`src/mmer_params.svh`:
```
// constants of the management mode entry and resume unit
`ifndef MMER_PARAMS_SVH
`define MMER_PARAMS_SVH
`define MMER_ADDR_W 20
`define MMER_DATA_W 32
`define MMER_RAM_BASE 20'h38000
`define MMER_RAM_TOP 20'h3ffff
`define MMER_DUMP_TOP 20'h3ffff
`define MMER_DUMP_END 20'h3fe00
`define MMER_SLOT_FIRST 20'h3fffc
`define MMER_SLOT_LAST 20'h3ffa8
`define MMER_SLOT_STEP 20'h00004
`define MMER_SLOT_NUM 5'h16
`define MMER_SLOT_CR0 5'h00
`define MMER_SLOT_IP 5'h03
`define MMER_HALT_SLOT 20'h3ff02
`define MMER_IO_SLOT 20'h3ff00
`define MMER_REV_SLOT 20'h3fefc
`define MMER_IO_RESTART 8'hff
`define MMER_IO_NONE 8'h00
`define MMER_HALT_BIT 16
`define MMER_REV_IO_BIT 16
`define MMER_RSM_OPCODE 16'h0faa
`define MMER_EV_NUM 11
`define MMER_EV_MGMT 4
`define MMER_EV_NMI 8
`define MMER_EXC_MASK 11'h0ef
`define MMER_CR0_ENTRY_CLR 32'h8001000f
`define MMER_ENTRY_IP 32'h00008000
`endif

```
`src/mmer_pkg.sv`:
```
// types of the management mode entry and resume unit
package mmer_pkg;
    typedef enum logic [3:0] {
        MMER_IDLE, MMER_DRAIN, MMER_SAVE, MMER_SAVE_HALT, MMER_SAVE_IO,
        MMER_SAVE_REV, MMER_HANDLER, MMER_RD_ISSUE, MMER_RD_TAKE,
        MMER_RD_HALT, MMER_RD_IO, MMER_RD_IO_TAKE, MMER_DONE
    } mmer_state_e;
endpackage : mmer_pkg

```
`src/mmer_core.sv`:
```
// management mode entry, state save, resume and event ranking
//
// The register offsets and the plain strobed port are this design's own decisions.
`timescale 1ns/1ns
`include "mmer_params.svh"
// **********************************************************************
// Summary of operation
// - revision identifier bit 16 shows I/O restart
// - I/O slot 0FFH re-executes trapped I/O
// - entry clears I/O restart slot to 00H
// - every HALT sets control_reg_zero bit 16
// - halt bit copied to halt slot bit 0
// - halt slot bit 0 restarts HALT on resume
// - mode-active output low during state save
// - mgmt_ram fixed at 38000H to 3FFFFH
// - save area grows downward from 3FFFFH
// - registers in fixed 32-bit slots
// - opcode 0FAAH restores state then returns
// - resume outside mgmt_mode raises invalid opcode
// - mode-active output high when resume completes
// - events ranked one to eleven at boundaries
// - lower exceptions discarded then reissued, interrupts wait; only those dropped at a management entry are reissued
// - edge taken at boundary after bus drains
// - request needs inactive sample then active
// - nmi blocked until first handler completes
// - pipelined cycles stay correct around entry
// - request during mode held as one pending
// **********************************************************************
module mmer_core
    import mmer_pkg::*;
#(
    // arbitrary value, bit 16 is forced on regardless
    parameter logic [31:0] MGMT_REV_ID = 32'h0000_0a51
) (
    input wire logic sys_clk,
    input wire logic rst_n,
    input wire logic system_mgmt_interrupt_n,
    input wire logic instr_boundary,
    input wire logic [10:0] event_pending,
    input wire logic maskable_interrupt_request_enable,
    input wire logic shutdown,
    input wire logic bus_idle,
    input wire logic next_address_request_n,
    input wire logic halt_exec,
    input wire logic isr_done,
    input wire logic opcode_valid,
    input wire logic [15:0] opcode,
    input wire logic [31:0] save_data,
    input wire logic [19:0] core_addr,
    input wire logic [31:0] mem_rdata,
    output logic [19:0] mem_addr,
    output logic [31:0] mem_wdata,
    output logic mem_wr,
    output logic mem_rd,
    output logic [4:0] slot_idx,
    output logic [31:0] restore_data,
    output logic restore_we,
    output logic [10:0] service_grant,
    output logic [10:0] discard_exc,
    output logic invalid_opcode,
    output logic restart_io,
    output logic restart_halt,
    output logic resume_done,
    output logic halt_status,
    output logic mgmt_ram_hit,
    output logic mgmt_mode_active_n
);

    // ******************************************************************
    // helper functions
    // ******************************************************************
    function automatic logic [19:0] slot_addr(input logic [4:0] idx);
        logic [19:0] off;
        off = 20'(idx) * `MMER_SLOT_STEP;
        slot_addr = `MMER_SLOT_FIRST - off;
    endfunction : slot_addr

    function automatic logic in_ram(input logic [19:0] a);
        in_ram = (a >= `MMER_RAM_BASE) && (a <= `MMER_RAM_TOP);
    endfunction : in_ram

    function automatic logic [10:0] top_one(input logic [10:0] v);
        logic [10:0] r;
        r = 11'h000;
        for (int i = `MMER_EV_NUM - 1; i >= 0; i--) begin
            if (v[i]) begin
                r = 11'h000;
                r[i] = 1'b1;
            end
        end
        top_one = r;
    endfunction : top_one

    mmer_state_e state_reg;
    logic smi_meta_reg;
    logic smi_sync_reg;
    logic smi_prev_reg;
    logic smi_pend_reg;
    logic active_reg;
    logic nmi_en_reg;
    logic halt_reg;
    logic [10:0] reissue_reg;
    logic [4:0] idx_reg;
    logic take_reg;
    logic halt_slot_reg;
    logic smi_edge;
    logic rsm_hit;
    logic [10:0] ev_mask;
    logic [10:0] ev_all;
    logic [10:0] grant;
    logic take_mgmt;
    logic last_slot;

    // ******************************************************************
    // request synchroniser and edge latch
    // ******************************************************************
    always_ff @(posedge sys_clk) begin
        if (!rst_n) begin
            smi_meta_reg <= 1'b1;
            smi_sync_reg <= 1'b1;
            smi_prev_reg <= 1'b1;
        end else begin
            smi_meta_reg <= system_mgmt_interrupt_n;
            smi_sync_reg <= smi_meta_reg;
            smi_prev_reg <= smi_sync_reg;
        end
    end

    // inactive sample followed by active sample
    assign smi_edge = smi_prev_reg && !smi_sync_reg;

    // only one request can wait; further edges fold into it
    always_ff @(posedge sys_clk) begin
        if (!rst_n) begin
            smi_pend_reg <= 1'b0;
        end else if (smi_edge) begin
            smi_pend_reg <= 1'b1;
        end else if (take_mgmt) begin
            smi_pend_reg <= 1'b0;
        end
    end

    // ******************************************************************
    // ranking at the instruction boundary
    // ******************************************************************
    always_comb begin
        // stored exceptions come back only once the mode has been left
        ev_all = event_pending | (active_reg ? 11'h000 : reissue_reg);
        ev_all[`MMER_EV_MGMT] = smi_pend_reg && !active_reg && !shutdown;
        ev_mask = 11'h7ff;
        ev_mask[`MMER_EV_NMI] = nmi_en_reg;
        ev_mask[`MMER_EV_NMI+1] = maskable_interrupt_request_enable;
        grant = instr_boundary && state_reg inside {MMER_IDLE, MMER_HANDLER}
            ? top_one(ev_all & ev_mask) : 11'h000;
    end

    assign take_mgmt = grant[`MMER_EV_MGMT];
    assign service_grant = grant;

    // exceptions below the winner drop now; only those dropped at a management entry come back at resume
    always_comb begin
        discard_exc = 11'h000;
        for (int i = 0; i < `MMER_EV_NUM; i++) begin
            if (grant != 11'h000 && grant < (11'h001 << i)) begin
                discard_exc[i] = ev_all[i];
            end
        end
        discard_exc = discard_exc & `MMER_EXC_MASK;
    end

    always_ff @(posedge sys_clk) begin
        if (!rst_n) begin
            reissue_reg <= 11'h000;
        end else if (take_mgmt) begin
            reissue_reg <= discard_exc;
        end else begin
            reissue_reg <= reissue_reg & ~grant;
        end
    end

    // ******************************************************************
    // resume decode
    // ******************************************************************
    assign rsm_hit = opcode_valid && opcode == `MMER_RSM_OPCODE;

    always_ff @(posedge sys_clk) begin
        if (!rst_n) begin
            invalid_opcode <= 1'b0;
        end else begin
            invalid_opcode <= rsm_hit && !active_reg;
        end
    end

    // ******************************************************************
    // sequencer
    // ******************************************************************
    assign last_slot = idx_reg == `MMER_SLOT_NUM - 5'h01;

    always_ff @(posedge sys_clk) begin
        if (!rst_n) begin
            state_reg <= MMER_IDLE;
            idx_reg <= 5'h00;
            slot_idx <= 5'h00;
        end else begin
            unique case (state_reg)
                MMER_IDLE: begin
                    if (take_mgmt) begin
                        state_reg <= MMER_DRAIN;
                    end
                end
                // pipelined cycles issued with next address finish first
                MMER_DRAIN: begin
                    if (bus_idle && next_address_request_n) begin
                        state_reg <= MMER_SAVE;
                        idx_reg <= 5'h00;
                        slot_idx <= 5'h00;
                    end
                end
                MMER_SAVE: begin
                    idx_reg <= idx_reg + 5'h01;
                    slot_idx <= idx_reg + 5'h01;
                    if (last_slot) begin
                        state_reg <= MMER_SAVE_HALT;
                    end
                end
                MMER_SAVE_HALT: state_reg <= MMER_SAVE_IO;
                MMER_SAVE_IO: state_reg <= MMER_SAVE_REV;
                MMER_SAVE_REV: state_reg <= MMER_HANDLER;
                MMER_HANDLER: begin
                    if (rsm_hit) begin
                        state_reg <= MMER_RD_ISSUE;
                        idx_reg <= 5'h00;
                    end
                end
                MMER_RD_ISSUE: state_reg <= MMER_RD_TAKE;
                MMER_RD_TAKE: begin
                    idx_reg <= idx_reg + 5'h01;
                    slot_idx <= idx_reg; // names the load two cycles on
                    state_reg <= last_slot ? MMER_RD_HALT : MMER_RD_ISSUE;
                end
                MMER_RD_HALT: state_reg <= MMER_RD_IO;
                MMER_RD_IO: state_reg <= MMER_RD_IO_TAKE;
                MMER_RD_IO_TAKE: state_reg <= MMER_DONE;
                MMER_DONE: state_reg <= MMER_IDLE;
            endcase
        end
    end

    // ******************************************************************
    // mode active output
    // ******************************************************************
    always_ff @(posedge sys_clk) begin
        if (!rst_n) begin
            active_reg <= 1'b0;
        end else if (state_reg == MMER_DRAIN && bus_idle &&
                next_address_request_n) begin
            active_reg <= 1'b1;
        end else if (state_reg == MMER_DONE) begin
            active_reg <= 1'b0;
        end
    end

    assign mgmt_mode_active_n = !active_reg;
    assign mgmt_ram_hit = active_reg && in_ram(core_addr);

    // ******************************************************************
    // halt status and nmi gate
    // ******************************************************************
    always_ff @(posedge sys_clk) begin
        if (!rst_n) begin
            halt_reg <= 1'b0;
        end else if (halt_exec) begin
            halt_reg <= 1'b1;
        end else if (state_reg == MMER_SAVE_REV) begin
            halt_reg <= 1'b0;
        end else if (restore_we && slot_idx == `MMER_SLOT_CR0) begin
            halt_reg <= restore_data[`MMER_HALT_BIT];
        end
    end

    assign halt_status = halt_reg;

    // no nmi through save, handler or resume until a handler returns
    always_ff @(posedge sys_clk) begin
        if (!rst_n) begin
            nmi_en_reg <= 1'b1;
        end else if (take_mgmt) begin
            nmi_en_reg <= 1'b0;
        end else if (isr_done && state_reg == MMER_HANDLER) begin
            nmi_en_reg <= 1'b1;
        end else if (state_reg == MMER_DONE) begin
            nmi_en_reg <= 1'b1;
        end
    end

    // ******************************************************************
    // save area port
    // ******************************************************************
    always_ff @(posedge sys_clk) begin
        if (!rst_n) begin
            mem_addr <= 20'h00000;
            mem_wdata <= 32'h0000_0000;
            mem_wr <= 1'b0;
            mem_rd <= 1'b0;
        end else begin
            mem_wr <= 1'b0;
            mem_rd <= 1'b0;
            unique case (state_reg)
                MMER_SAVE: begin
                    mem_addr <= slot_addr(idx_reg);
                    mem_wdata <= save_data;
                    if (idx_reg == `MMER_SLOT_CR0) begin
                        mem_wdata[`MMER_HALT_BIT] <= halt_reg;
                    end
                    mem_wr <= 1'b1;
                end
                MMER_SAVE_HALT: begin
                    mem_addr <= `MMER_HALT_SLOT;
                    mem_wdata <= {31'h0000_0000, halt_reg};
                    mem_wr <= 1'b1;
                end
                MMER_SAVE_IO: begin
                    mem_addr <= `MMER_IO_SLOT;
                    mem_wdata <= {24'h00_0000, `MMER_IO_NONE};
                    mem_wr <= 1'b1;
                end
                MMER_SAVE_REV: begin
                    mem_addr <= `MMER_REV_SLOT;
                    mem_wdata <= MGMT_REV_ID |
                        (32'h0000_0001 << `MMER_REV_IO_BIT);
                    mem_wr <= 1'b1;
                end
                MMER_RD_ISSUE: begin
                    mem_addr <= slot_addr(idx_reg);
                    mem_rd <= 1'b1;
                end
                MMER_RD_HALT: begin
                    mem_addr <= `MMER_HALT_SLOT;
                    mem_rd <= 1'b1;
                end
                MMER_RD_IO: begin
                    mem_addr <= `MMER_IO_SLOT;
                    mem_rd <= 1'b1;
                end
                default: begin
                    mem_addr <= mem_addr;
                end
            endcase
        end
    end

    // ******************************************************************
    // core register load and restart slots
    // ******************************************************************
    always_ff @(posedge sys_clk) begin
        if (!rst_n) begin
            restore_data <= 32'h0000_0000;
            restore_we <= 1'b0;
            take_reg <= 1'b0;
        end else begin
            // read data stands the cycle after the strobe, so load late
            take_reg <= state_reg == MMER_RD_TAKE;
            restore_we <= take_reg;
            if (take_reg) begin
                restore_data <= mem_rdata;
            end else if (state_reg == MMER_SAVE_REV) begin
                // handler entry point is put on restore_data, with restore_we left low
                restore_data <= `MMER_ENTRY_IP;
            end
        end
    end

    always_ff @(posedge sys_clk) begin
        if (!rst_n) begin
            halt_slot_reg <= 1'b0;
        end else if (state_reg == MMER_RD_IO_TAKE) begin
            halt_slot_reg <= mem_rdata[0];
        end
    end

    always_ff @(posedge sys_clk) begin
        if (!rst_n) begin
            restart_io <= 1'b0;
            restart_halt <= 1'b0;
            resume_done <= 1'b0;
        end else begin
            resume_done <= state_reg == MMER_DONE;
            // io slot data stands in the done cycle itself
            restart_io <= state_reg == MMER_DONE &&
                mem_rdata[7:0] == `MMER_IO_RESTART;
            restart_halt <= state_reg == MMER_DONE && halt_slot_reg;
        end
    end

endmodule : mmer_core

```
`config.mk`:
```
export PLATFORM = sky130hd
export DESIGN_NAME = mmer_core
export DESIGN_NICKNAME = d
export VERILOG_FILES = /design/src/mmer_pkg.sv /design/src/mmer_core.sv
export VERILOG_INCLUDE_DIRS = /design/src
export SDC_FILE = /design/constraint.sdc
export NUM_CORES = 1
export LEC_CHECK = 0
export BUFFER_PORTS_ARGS = -buffer_cell sky130_fd_sc_hd__buf_4
export CAP_MARGIN = 20
export CELL_PAD_IN_SITES_DETAIL_PLACEMENT = 0
export CELL_PAD_IN_SITES_GLOBAL_PLACEMENT = 1
export CORE_AREA = 2 2 122 124
export CTS_CLUSTER_DIAMETER = 60
export DETAILED_ROUTE_END_ITERATION = 6
export DIE_AREA = 0 0 124 126
export PLACE_DENSITY_LB_ADDON = 0.15
export SLEW_MARGIN = 0
export SYNTH_ARGS = -nofsm -noshare
export SYNTH_HDL_FRONTEND = slang
export SYNTH_SLANG_ARGS = --single-unit
```
`constraint.sdc`:
```
create_clock -name sys_clk -period 4.1 [get_ports sys_clk]
set_input_delay 1.025 -clock sys_clk [delete_from_list [all_inputs] [get_ports sys_clk]]
set_output_delay 1.025 -clock sys_clk [all_outputs]
set_load 0.005 [all_outputs]
```
# ---- After elaboration in Yosys (flattened, before gate mapping)
# Cells that the tools add are included.
# Widths: inputs -> output; s select.
dict set report totals {
  out_inout_bits 121
  regBits 125
  in_bits 122
}
dict set report op_classes {
  addsub 2
  n_bitwise 5
  reduce_logical 49
  mux 48
  n_lt_le_gt_ge 9
  eq_ne 19
}
# op count
set op_table {}
lappend op_table {{$mux 11} 13}
lappend op_table {{$pmux 32 s4} 1}
lappend op_table {{$pmux 20 s4} 1}
lappend op_table {{$mux 32} 2}
lappend op_table {{$pmux 4 s13} 1}
lappend op_table {{$pmux 5 s3} 2}
lappend op_table {{$and 11x11->11} 2}
lappend op_table {{$logic_and 1x1->1} 22}
lappend op_table {{$eq 4x4->1 const B} 5}
lappend op_table {{$ge 20x18->1 const B} 1}
lappend op_table {{$le 20x18->1 const B} 1}
lappend op_table {{$mux 1} 20}
lappend op_table {{$mux 4} 5}
lappend op_table {{$sub 18x7->19 const A} 1}
lappend op_table {{$eq 16x12->1 const B} 1}
lappend op_table {{$eq 4x3->1 const B} 4}
lappend op_table {{$reduce_bool 3->1} 4}
lappend op_table {{$lt 11x1->1 const B} 1}
lappend op_table {{$lt 11x2->1 const B} 1}
lappend op_table {{$lt 11x3->1 const B} 1}
lappend op_table {{$lt 11x4->1 const B} 1}
lappend op_table {{$lt 11x6->1 const B} 1}
lappend op_table {{$lt 11x7->1 const B} 1}
lappend op_table {{$lt 11x8->1 const B} 1}
lappend op_table {{23 further kinds} 39}

# ---- Depth between registers and ports, before layout
# Gate-level depths: netlist of run 1.
dict set report depth {
  word_depth 20
  mapped_depth 8
  mapped_depth_nobuf 7
}

# ---- Worst setup path before layout of run 1
# Ideal clock, no wire load.
dict set report synth_path {
  kind {input-to-output}
  from {input port instr_boundary}
  to {output port discard_exc[7]}
  cell_stages 5
  t_required_ns 3.075
  slack_ns 0.903
  arrival_time_ns 2.172
  path_cell_list {nor3b_1 nand4_1 or2_2 nor4_4 o21ba_2}
}
dict set report synth_via {
  elab_chain_len 5
  elab_cells_between_ends 6
  classes_between {order compare (1); mux (2); reduce/logical (3)}
}
# item line
set synth_lines {}
lappend synth_lines {{start, declared} mmer_core.sv:38} ;# input wire logic instr_boundary,
lappend synth_lines {{$logic_and 1x1->1 *} mmer_core.sv:153} ;# grant = instr_boundary && state_reg inside {MMER_IDLE, MMER_HANDLER}
lappend synth_lines {{$mux 11 *} mmer_core.sv:154} ;# ? top_one(ev_all & ev_mask) : 11'h000;
lappend synth_lines {{named net service_grant[6]} mmer_core.sv:58} ;# output logic [10:0] service_grant,
lappend synth_lines {{$lt 11x8->1 / $reduce_bool 11->1 (equally long branches)} -}
lappend synth_lines {{$logic_and 1x1->1 *} mmer_core.sv:164} ;# if (grant != 11'h000 && grant < (11'h001 << i)) begin
lappend synth_lines {{$mux 1 *} mmer_core.sv:164}
lappend synth_lines {{end, declared} mmer_core.sv:59} ;# output logic [10:0] discard_exc,
# The timed path passes the listed nets; every way through them passes the cells marked *.

# ---- Worst setup path after layout of run 1
dict set report layout_path {
  from {register active_reg}
  to {output port service_grant[10]}
}
dict set report layout_via {
  elab_chain_len 15
  elab_cells_between_ends 18
  classes_between {mux (13); bitwise (2); reduce/logical (3)}
}
# item line
set layout_lines {}
lappend layout_lines {{start, declared} mmer_core.sv:99} ;# logic active_reg;
lappend layout_lines {{start signal, assigned} mmer_core.sv:254} ;# active_reg <= 1'b0;
lappend layout_lines {{start signal, assigned} mmer_core.sv:257} ;# active_reg <= 1'b1;
lappend layout_lines {{start signal, assigned} mmer_core.sv:259} ;# active_reg <= 1'b0;
lappend layout_lines {{$mux 11} mmer_core.sv:148} ;# ev_all = event_pending | (active_reg ? 11'h000 : reissue_reg);
lappend layout_lines {{$or 11x11->11} mmer_core.sv:148}
lappend layout_lines {{$and 11x11->11 *} mmer_core.sv:154}
lappend layout_lines {{$mux 11 (10 in a row)} mmer_core.sv:86} ;# if (v[i]) begin
lappend layout_lines {{$mux 11 *} mmer_core.sv:86}
lappend layout_lines {{$mux 11 *} mmer_core.sv:154}
lappend layout_lines {{end, declared} mmer_core.sv:58}
# Every way passes the cells marked *; elsewhere a longest branch is shown, timed or not.

==> results of run 1 <==
## synthesized netlist by cell type, types with 3 or more instances
library cell | number | area, sq um
mux2i_1 | 3 | 30.0
clkbuf_1 | 24 | 90.1
nand2b_1 | 13 | 81.3
ha_1 | 3 | 37.5
a211oi_1 | 12 | 90.1
and3b_1 | 3 | 26.3
inv_1 | 9 | 33.8
nor3b_1 | 5 | 37.5
nor3_1 | 17 | 85.1
buf_1 | 4 | 15.0
a21o_1 | 3 | 22.5
o21a_1 | 3 | 22.5
nand3_1 | 5 | 25.0
a31oi_1 | 3 | 18.8
buf_4 | 16 | 120
a22o_1 | 31 | 272
o221ai_1 | 3 | 26.3
nor2_1 | 62 | 233
nand4b_1 | 3 | 26.3
a221oi_1 | 10 | 87.6
and2_1 | 7 | 43.8
buf_2 | 9 | 45.0
nand4_1 | 5 | 31.3
nor2b_1 | 10 | 62.6
a21oi_1 | 55 | 275
o211a_1 | 3 | 30.0
o21ai_0 | 18 | 90.1
nand2_1 | 72 | 270
nor4_1 | 3 | 18.8
dfxtp_1 | 113 | 2260
## through the flow
| stage | area, sq um | instances | total power (W) | utilization, % | hold WS (ps) |
|---|---|---|---|---|---|
| final | 7310 | 972 | 0.00407 | 51.1 | 412 |
| after global routing | 7310 | 972 | 0.00432 | 51.1 | 437 |
| after CTS | 7290 | 971 | 0.00412 | 51.0 | 416 |
| after detailed placement | 6640 | 939 | 0.00246 | 46.4 | 400 |
| after global placement | 6640 | 939 | 0.00244 | 46.4 | 396 |
| after floorplan | 4960 | 580 | 0.00203 | - | 386 |
## per-layer routing
layer	GRT usage, %	part of all wire, %
met1	24.1	43
met2	31.2	49
met3	5.98	6.7
met4	6.08	1.2
met5	0	0
## area by class of cell
cell class | count | area [sq um] | area share (%)
clock buffers | 21 | 470 | 6.44
clock inverters | 11 | 183 | 2.50
inverters | 11 | 41.3 | 0.565
well taps | 184 | 230 | 3.15
multi-input cells | 402 | 2390 | 32.7
repair buffers | 230 | 1730 | 23.7
flip-flops and latches | 113 | 2260 | 30.9
## layout by cell type, fill, tap and decap left out, types with 3 or more instances in the layout
cell type,instances
a21o_1,3
and2_1,7
nor3_1,16
a31oi_1,3
nand4b_1,3
buf_4,229
a221oi_1,10
mux2i_1,3
bufinv_16,5
a211oi_1,12
conb_1,8
ha_1,3
nand2b_1,13
inv_1,9
clkinv_2,5
nand4_1,5
dfxtp_1,113
nor2_1,62
o211a_1,3
nand2_1,72
a21oi_1,55
o221ai_1,3
nor4_1,3
o21ai_0,18
o21a_1,3
nor2b_1,10
a22o_1,31
nand3_1,5
clkbuf_8,3
nor3b_1,5
and3b_1,3
clkbuf_16,17
## power groups by stage
stage / Combinational, W / Clock, W / Sequential, W
2_1_floorplan: 0.000721 / 0 / 0.00130
4_1_cts: 0.00116 / 0.00167 / 0.00129
3_5_place_dp: 0.00115 / 0 / 0.00131
3_3_place_gp: 0.00113 / 0 / 0.00130
5_1_grt: 0.00130 / 0.00172 / 0.00130
6_report: 0.00115 / 0.00163 / 0.00129
## cell families (layout without fill, tap and decap cells)
family                   Yosys count  count (layout)  share of synthesized area, %
AND/OR/NAND/NOR                  220             220                          22.4
buffers and inverters             65             273                          6.42
adder cells (fa/ha/maj)            3               3                         0.761
XOR/XNOR                           3               3                         0.533
AO/OA/AOI/OAI                    164             164                          23.1
flip-flops                       113             113                          45.9
multiplexers                       4               4                         0.837
other                              1               8                        0.0760
## critical path: cells and delay by family (launching register included)
kind,cells,cell delay (ps)
simple gates,3,890
flops,1,540
buf+inv,3,380
compound gates,1,320
## worst paths after layout
kind | endpoint | slack, ps | depth (start not counted)
worst min-delay path | smi_sync_reg$_SDFF_PN1_ | 410 | 1
worst min register to register | smi_sync_reg$_SDFF_PN1_ | 410 | 1
worst max-delay path | service_grant[10] | 550 | 7
worst max register to register | idx_reg[3]$_SDFFE_PN0P_ | 1750 | 7
==> out/qor.yml, run 1 <==
tightest_slew_ps: 1080
slew_headroom_pct: 28.0
drv_cap: 0
synth.distinct_cells: 67
area_delta_synth_final_pct: 48.2
p_switching_w: 0.00121
post-cts-setup-buffers: 0
num_rows: 44
clockPowerShare_pct: 40.1
async_flop_share_pct: 0
power.internal_w: 0.00285
ctsHoldBuffers: 0
fin_crit_sh_pct: 86.6
rr_startpoint: "state_reg[1]$_SDFFE_PN0P_"
drc: 0
firstDrtPassIters: 5
seq_area_frac_synth_pct: 45.9
clk_pin_slew_ps: 50
power_leakage_nw: 3.20
slew_viol_final: 0
clockRootBuffer: "clkbuf_16"
timing.fmax_mhz: 282
grt_pass1_vias: 4798
cp_max_fo: 12
synth-edff-count: 0
setup.worst_path.start: "active_reg$_SDFFE_PN0P_"
worstSkewPairLatency_ps: 400
status: "complete, no violations"
fin_ws_ps: 548
skew_ps: 5.24
htree_levels: 4
gp_congestion: 0.811
dr.first_iter.drc_count: 245
period_needed_ps: 3550
crit_chain: "inv_1, buf_4, a21oi_1, nor3b_1, nand4_1, nor2_1, buf_4"
cp.arrival_ps: 2530
cpMaxStageDelayCell: "dfxtp_1"
path_common_cell: "buf_4"
start_util_pct: 34.5
final.setup.tns_ps: 0
power_switching_share_pct: 29.8
fin_nets: 900
place_hpwl_microns: 10500
synth_flop_cell: "dfxtp_1"
seqPwrFrac_pct: 31.6
ant_nets: 0
endpoint_kind: "output pin"
numCtsBuffers: 17
fillers: 1404
grt.overflow.total: 0
dieWidth_microns: 124
pre_cts_slack_ps: 603
grt_max_degree: 38
coreArea_sq_mm: 0.0143
grtUsageTotal_pct: 19.2
hold_path_class: "reg -> reg"
p_per_area_mw_per_mm2: 557
grt_setup_unrepaired: "false"
synth_warnings: 0
diodes: 0
grt_pass1_wl_microns: 23800
crit_type: "reg -> out"
syn_area_sq_mm: 0.00493
cp.required_ps: 3070
final_layout_size_suffix_gt1_share_pct: 34.8
cts_num_sinks: 113
totalWireLength_microns: 14800
synth-seq-cells: 113
avgSynthCellArea_sq_um: 8.61
vdd_drop_max_v: 0.000253
io_pins: 243
die_y_microns: 126
pwr-share-comb_pct: 28.3
setup_violations: 0
hold_viol: 0
hold_start: "smi_meta_reg$_SDFF_PN1_"
cpPeakStageDelay_ps: 540
ctsResizeCount: 0
via_per_inst: 4.99
avgRoutedWirePerCell_microns: 15.2
num_vias: 4846
critPathLaunchType: "register"
cts_tree: "done"
antenna_found_initial: 0
numPortBuffers: 218
synth_cells: 573
clk_path_buf_depth: 2
die-area_sq_mm: 0.0156
(Power assumes the default switching activity.)
==> inputs of run 2 (changes only) <==
MAX_ROUTING_LAYER = met4   (was not set)
==> out/qor.yml, run 2 (synthesis gave the netlist of run 1 again) <==
p_per_area_mw_per_mm2: 557
avgRoutedWirePerCell_microns: 15.2
cp.required_ps: 3070
crit_chain: "inv_1, buf_4, a21oi_1, nor3b_1, nand4_1, nor2_1, buf_4"
place_hpwl_microns: 10500
diodes: 0
htree_levels: 4
clk_pin_slew_ps: 50
reg2reg_slack_ps: 1760
worstReg2RegEnd: "idx_reg[3]$_SDFFE_PN0P_"
clockRootBuffer: "clkbuf_16"
drv_cap: 0
drc: 0
fillers: 1404
grtUsageTotal_pct: 19.8
total_power_w: 0.00407
area_delta_synth_final_pct: 48.2
ctsHoldBuffers: 0
firstDrtPassIters: 4
ctsResizeCount: 0
cp.arrival_ps: 2550
clk_path_buf_depth: 2
timing.fmax_mhz: 280
grt_setup_unrepaired: "false"
status: "complete, no violations"
cts_num_sinks: 113
gp_congestion: 0.823
ant_nets: 0
num_rows: 44
power.internal_w: 0.00285
dieWidth_microns: 124
worstSkewPairLatency_ps: 410
coreArea_sq_mm: 0.0143
die-area_sq_mm: 0.0156
grt_pass1_vias: 4803
hold_path_class: "reg -> reg"
tightest_slew_ps: 1070
seqPwrFrac_pct: 31.6
layout_commonest_cell: "buf_4"
rr_worst_depth: 7
clockPowerShare_pct: 40.1
fin_nets: 900
hold_viol: 0
period_needed_ps: 3570
fin_crit_sh_pct: 87.1
cts_tree: "done"
mostFrequentLayoutCells: "buf_4 (229), dfxtp_1 (113), nand2_1 (72), nor2_1 (62), a21oi_1 (55)"
numPortBuffers: 218
numCtsBuffers: 17
hold_start: "smi_meta_reg$_SDFF_PN1_"
grt.overflow.total: 0
setup_violations: 0
critPathLaunchType: "register"
slew_viol_final: 0
cp_max_fo: 12
endpoint_kind: "output pin"
pre_cts_slack_ps: 603
layout.cell_area.non_filler_sq_mm: 0.00731
final.setup.tns_ps: 0
crit_type: "reg -> out"
power_switching_share_pct: 29.9
cpMaxStageDelayCell: "dfxtp_1"
start_util_pct: 34.5
num_vias: 4843
min_to: "smi_sync_reg$_SDFF_PN1_"
placed_area_sq_mm: 0.00664
place_inst: 939
fin_ws_ps: 529
rr_startpoint: "state_reg[1]$_SDFFE_PN0P_"
worst_hold_path.num_cells: 1
dr.first_iter.drc_count: 236
grt_pass1_wl_microns: 23700
io_pins: 243
slew_headroom_pct: 28.8
final_layout_size_suffix_gt1_share_pct: 34.8
vdd_drop_max_v: 0.000255
post-cts-setup-buffers: 0
grt_max_degree: 38
antenna_found_initial: 0
path_common_cell: "buf_4"
final_cells: 972
totalWireLength_microns: 14800
power_leakage_nw: 3.20
die_y_microns: 126
pwr-share-comb_pct: 28.3
skew_ps: 4.31
via_per_inst: 4.98
p_switching_w: 0.00122
cpPeakStageDelay_ps: 550
run 2: cell counts in the layout (fill, tap and decap cells not counted):
Identical to the previous run, type by type.
run 2: how the worst max path moves through the flow:
stage               depth (start not counted)           endpoint  slack [ps]                     from
floorplan                                   5     discard_exc[7]         900           instr_boundary
global route                                7  service_grant[10]         240  active_reg$_SDFFE_PN0P_
global placement                            7  service_grant[10]         600           instr_boundary
CTS                                         7  service_grant[10]         510  active_reg$_SDFFE_PN0P_
finish                                      7  service_grant[10]         530  active_reg$_SDFFE_PN0P_
detailed placement                          7   service_grant[9]         600           instr_boundary
run 2: stage by stage:
stage               hold slack [ps]  utilization (%)
detailed placement              400             46.4
CTS                             416             51.0
global placement                396             46.4
global route                    437             51.1
floorplan                       386                -
finish                          411             51.1
run 2: layer usage:
layer	vias up	global-route usage, %	wire [microns]
met5	-	-	0
met4	0	6.08	163
met3	13	4.76	856
met2	156	31.1	7300
met1	2245	25.0	6470
li1	2429	-	-
run 2: power groups by stage:
| stage | sequential (W) | clock, W | combinational, W |
|---|---|---|---|
| 2_1_floorplan | 0.00130 | 0 | 0.000721 |
| 3_5_place_dp | 0.00131 | 0 | 0.00115 |
| 3_3_place_gp | 0.00130 | 0 | 0.00113 |
| 5_1_grt | 0.00130 | 0.00172 | 0.00130 |
| 6_report | 0.00129 | 0.00163 | 0.00115 |
| 4_1_cts | 0.00129 | 0.00167 | 0.00116 |
run 2: worst max-delay path: cells and delay by family, from the launching register on:
family	cells	cell delay [ps]
DFF	1	550
AOI/OAI and AO/OA	1	320
and+or+nand+nor	3	890
buffers and inverters	3	380
run 2: final cells by class:
type | instances | area, sq um | area share [%]
clock inverters | 11 | 183 | 2.50
inverters | 11 | 41.3 | 0.565
repair buffers | 230 | 1730 | 23.7
well taps | 184 | 230 | 3.15
clock buffers | 21 | 470 | 6.44
multi-input cells | 402 | 2390 | 32.7
flip-flops and latches | 113 | 2260 | 30.9
==> inputs of run 3 (changes only) <==
--- a/config.mk
+++ b/config.mk
@@ -11,8 +11,9 @@
 export CELL_PAD_IN_SITES_DETAIL_PLACEMENT = 0
 export CELL_PAD_IN_SITES_GLOBAL_PLACEMENT = 1
-export CORE_AREA = 2 2 122 124
+export CORE_AREA = 2 2 121 123
+export CTS_BUF_LIST = sky130_fd_sc_hd__clkbuf_8
 export CTS_CLUSTER_DIAMETER = 60
 export DETAILED_ROUTE_END_ITERATION = 6
-export DIE_AREA = 0 0 124 126
+export DIE_AREA = 0 0 123 125
 export MAX_ROUTING_LAYER = met4
 export PLACE_DENSITY_LB_ADDON = 0.15
==> constraint.sdc (replaced) <==
create_clock -name sys_clk -period 4.1 [get_ports sys_clk]
set_input_delay 0.41 -clock sys_clk [delete_from_list [all_inputs] [get_ports sys_clk]]
set_output_delay 0.41 -clock sys_clk [all_outputs]
set_load 0.005 [all_outputs]
==> out/qor.yml, run 3 (synthesis gave the netlist of run 1 again) <==
cpMaxStageDelayCell: "dfxtp_1"
clockRootBuffer: "clkbuf_8"
diodes: 0
tightest_slew_ps: 942
place_hpwl_microns: 10500
start_util_pct: 34.7
placed_area_sq_mm: 0.00661
mostFrequentLayoutCells: "buf_4 (225), dfxtp_1 (113), nand2_1 (72), nor2_1 (62), a21oi_1 (55)"
area_delta_synth_final_pct: 43.8
crit_chain: "xnor2_1, nand4_1, or2_2, nor4_4, o21ba_2, buf_4"
cp.required_ps: 3690
layout.cell_area.non_filler_sq_mm: 0.00709
htree_levels: 4
crit_path_end: "discard_exc[7]"
worstSkewPairLatency_ps: 440
die-area_sq_mm: 0.0154
num_vias: 4918
critPathLaunchType: "register"
ant_nets: 0
drv_cap: 0
pre_cts_slack_ps: 1320
post-cts-setup-buffers: 0
cp_num_cells: 6
final_layout_size_suffix_gt1_share_pct: 34.7
period_needed_ps: 3240
grt.overflow.total: 0
clk_path_buf_depth: 2
ctsHoldBuffers: 0
grt_setup_unrepaired: "false"
skew_ps: 9.53
fin_nets: 898
p_per_area_mw_per_mm2: 508
fin_crit_sh_pct: 79.0
die_y_microns: 125
dr.first_iter.drc_count: 316
coreArea_sq_mm: 0.0142
hold_viol: 0
reg2reg_slack_ps: 1290
top_layer_used: "met4"
setup.worst_path.start: "state_reg[2]$_SDFFE_PN0P_"
dieWidth_microns: 123
wl_met1_microns: 6560
grtUsageTotal_pct: 20.1
antenna_found_initial: 0
numCtsBuffers: 17
cts_num_sinks: 113
grt_pass1_vias: 4792
drc: 0
clk_pin_slew_ps: 70
final_cells: 970
dr_wl_met2_microns: 6970
grt_max_degree: 38
path_buf_inv: 1
final.setup.tns_ps: 0
setup_violations: 0
vdd_drop_max_v: 0.000230
avgRoutedWirePerCell_microns: 15.2
cp.arrival_ps: 2830
numPortBuffers: 218
hold_path_class: "in -> reg"
rr_worst_depth: 7
wl_met3_microns: 908
rr_startpoint: "state_reg[2]$_SDFFE_PN0P_"
cpPeakStageDelay_ps: 940
layout_commonest_cell: "buf_4"
timing.fmax_mhz: 309
fin_ws_ps: 860
endpoint_kind: "output pin"
io_pins: 243
cpLargestDelayFamily: "flip-flops"
utilization_pct: 49.9
slew_viol_final: 0
grt_pass1_wl_microns: 23800
via_per_inst: 5.07
power_leakage_nw: 3.07
totalWireLength_microns: 14800
worstReg2RegEnd: "reissue_reg[0]$_SDFF_PN0_"
status: "complete, no violations"
crit_type: "reg -> out"
num_rows: 44
cp_max_fo: 25
gp_congestion: 0.820
ctsResizeCount: 0
slew_headroom_pct: 37.1
firstDrtPassIters: 4
place_inst: 935
cts_tree: "done"
==> run 3: cell count changes in the layout (fill, tap and decap cells not counted) <==
cell / delta
clkinv_2: -2
clkinvlp_4: +5
clkbuf_16: -17
buf_4: -4
bufinv_16: -1
buf_8: +2
clkinv_4: +1
clkbuf_8: +15
clkbuf_1: -1
==> run 3: final cells by class <==
type,count,area (sq um)
fill,1430,7110
multi-input combinational,402,2390
sequential,113,2260
timing repair buffer,228,1730
clock buffer,18,248
tap,184,230
clock inverter,14,189
inverter,11,41.3
==> run 3: worst min-delay path by stage <==
stage                       startpoint                            end  slack (ps)  cells past startpoint
2_1_floorplan  smi_meta_reg$_SDFF_PN1_        smi_sync_reg$_SDFF_PN1_         390                      1
3_3_place_gp   smi_meta_reg$_SDFF_PN1_        smi_sync_reg$_SDFF_PN1_         390                      1
3_5_place_dp   smi_meta_reg$_SDFF_PN1_        smi_sync_reg$_SDFF_PN1_         410                      1
4_1_cts        system_mgmt_interrupt_n        smi_meta_reg$_SDFF_PN1_         130                      2
5_1_grt                  mem_rdata[18]  restore_data[18]$_SDFFE_PN0P_         150                      2
6_report       system_mgmt_interrupt_n        smi_meta_reg$_SDFF_PN1_         160                      2
==> run 3: layer usage <==
metal / vias up / global-route usage [%]
met1: 2307 / 24.7
met5: - / -
met2: 166 / 31.3
met3: 23 / 5.06
li1: 2422 / -
met4: 0 / 8.16
==> run 3: power breakdown <==
part / internal, W / switching, W
Clock: 0.000674 / 0.000485
Sequential: 0.00121 / 0.000110
Combinational: 0.000529 / 0.000601
==> run 3: per-stage QoR <==
stage          power, W  hold slack (ps)
2_1_floorplan   0.00203              386
3_3_place_gp    0.00243              390
3_5_place_dp    0.00246              406
4_1_cts         0.00362              133
5_1_grt         0.00384              148
6_report        0.00361              160
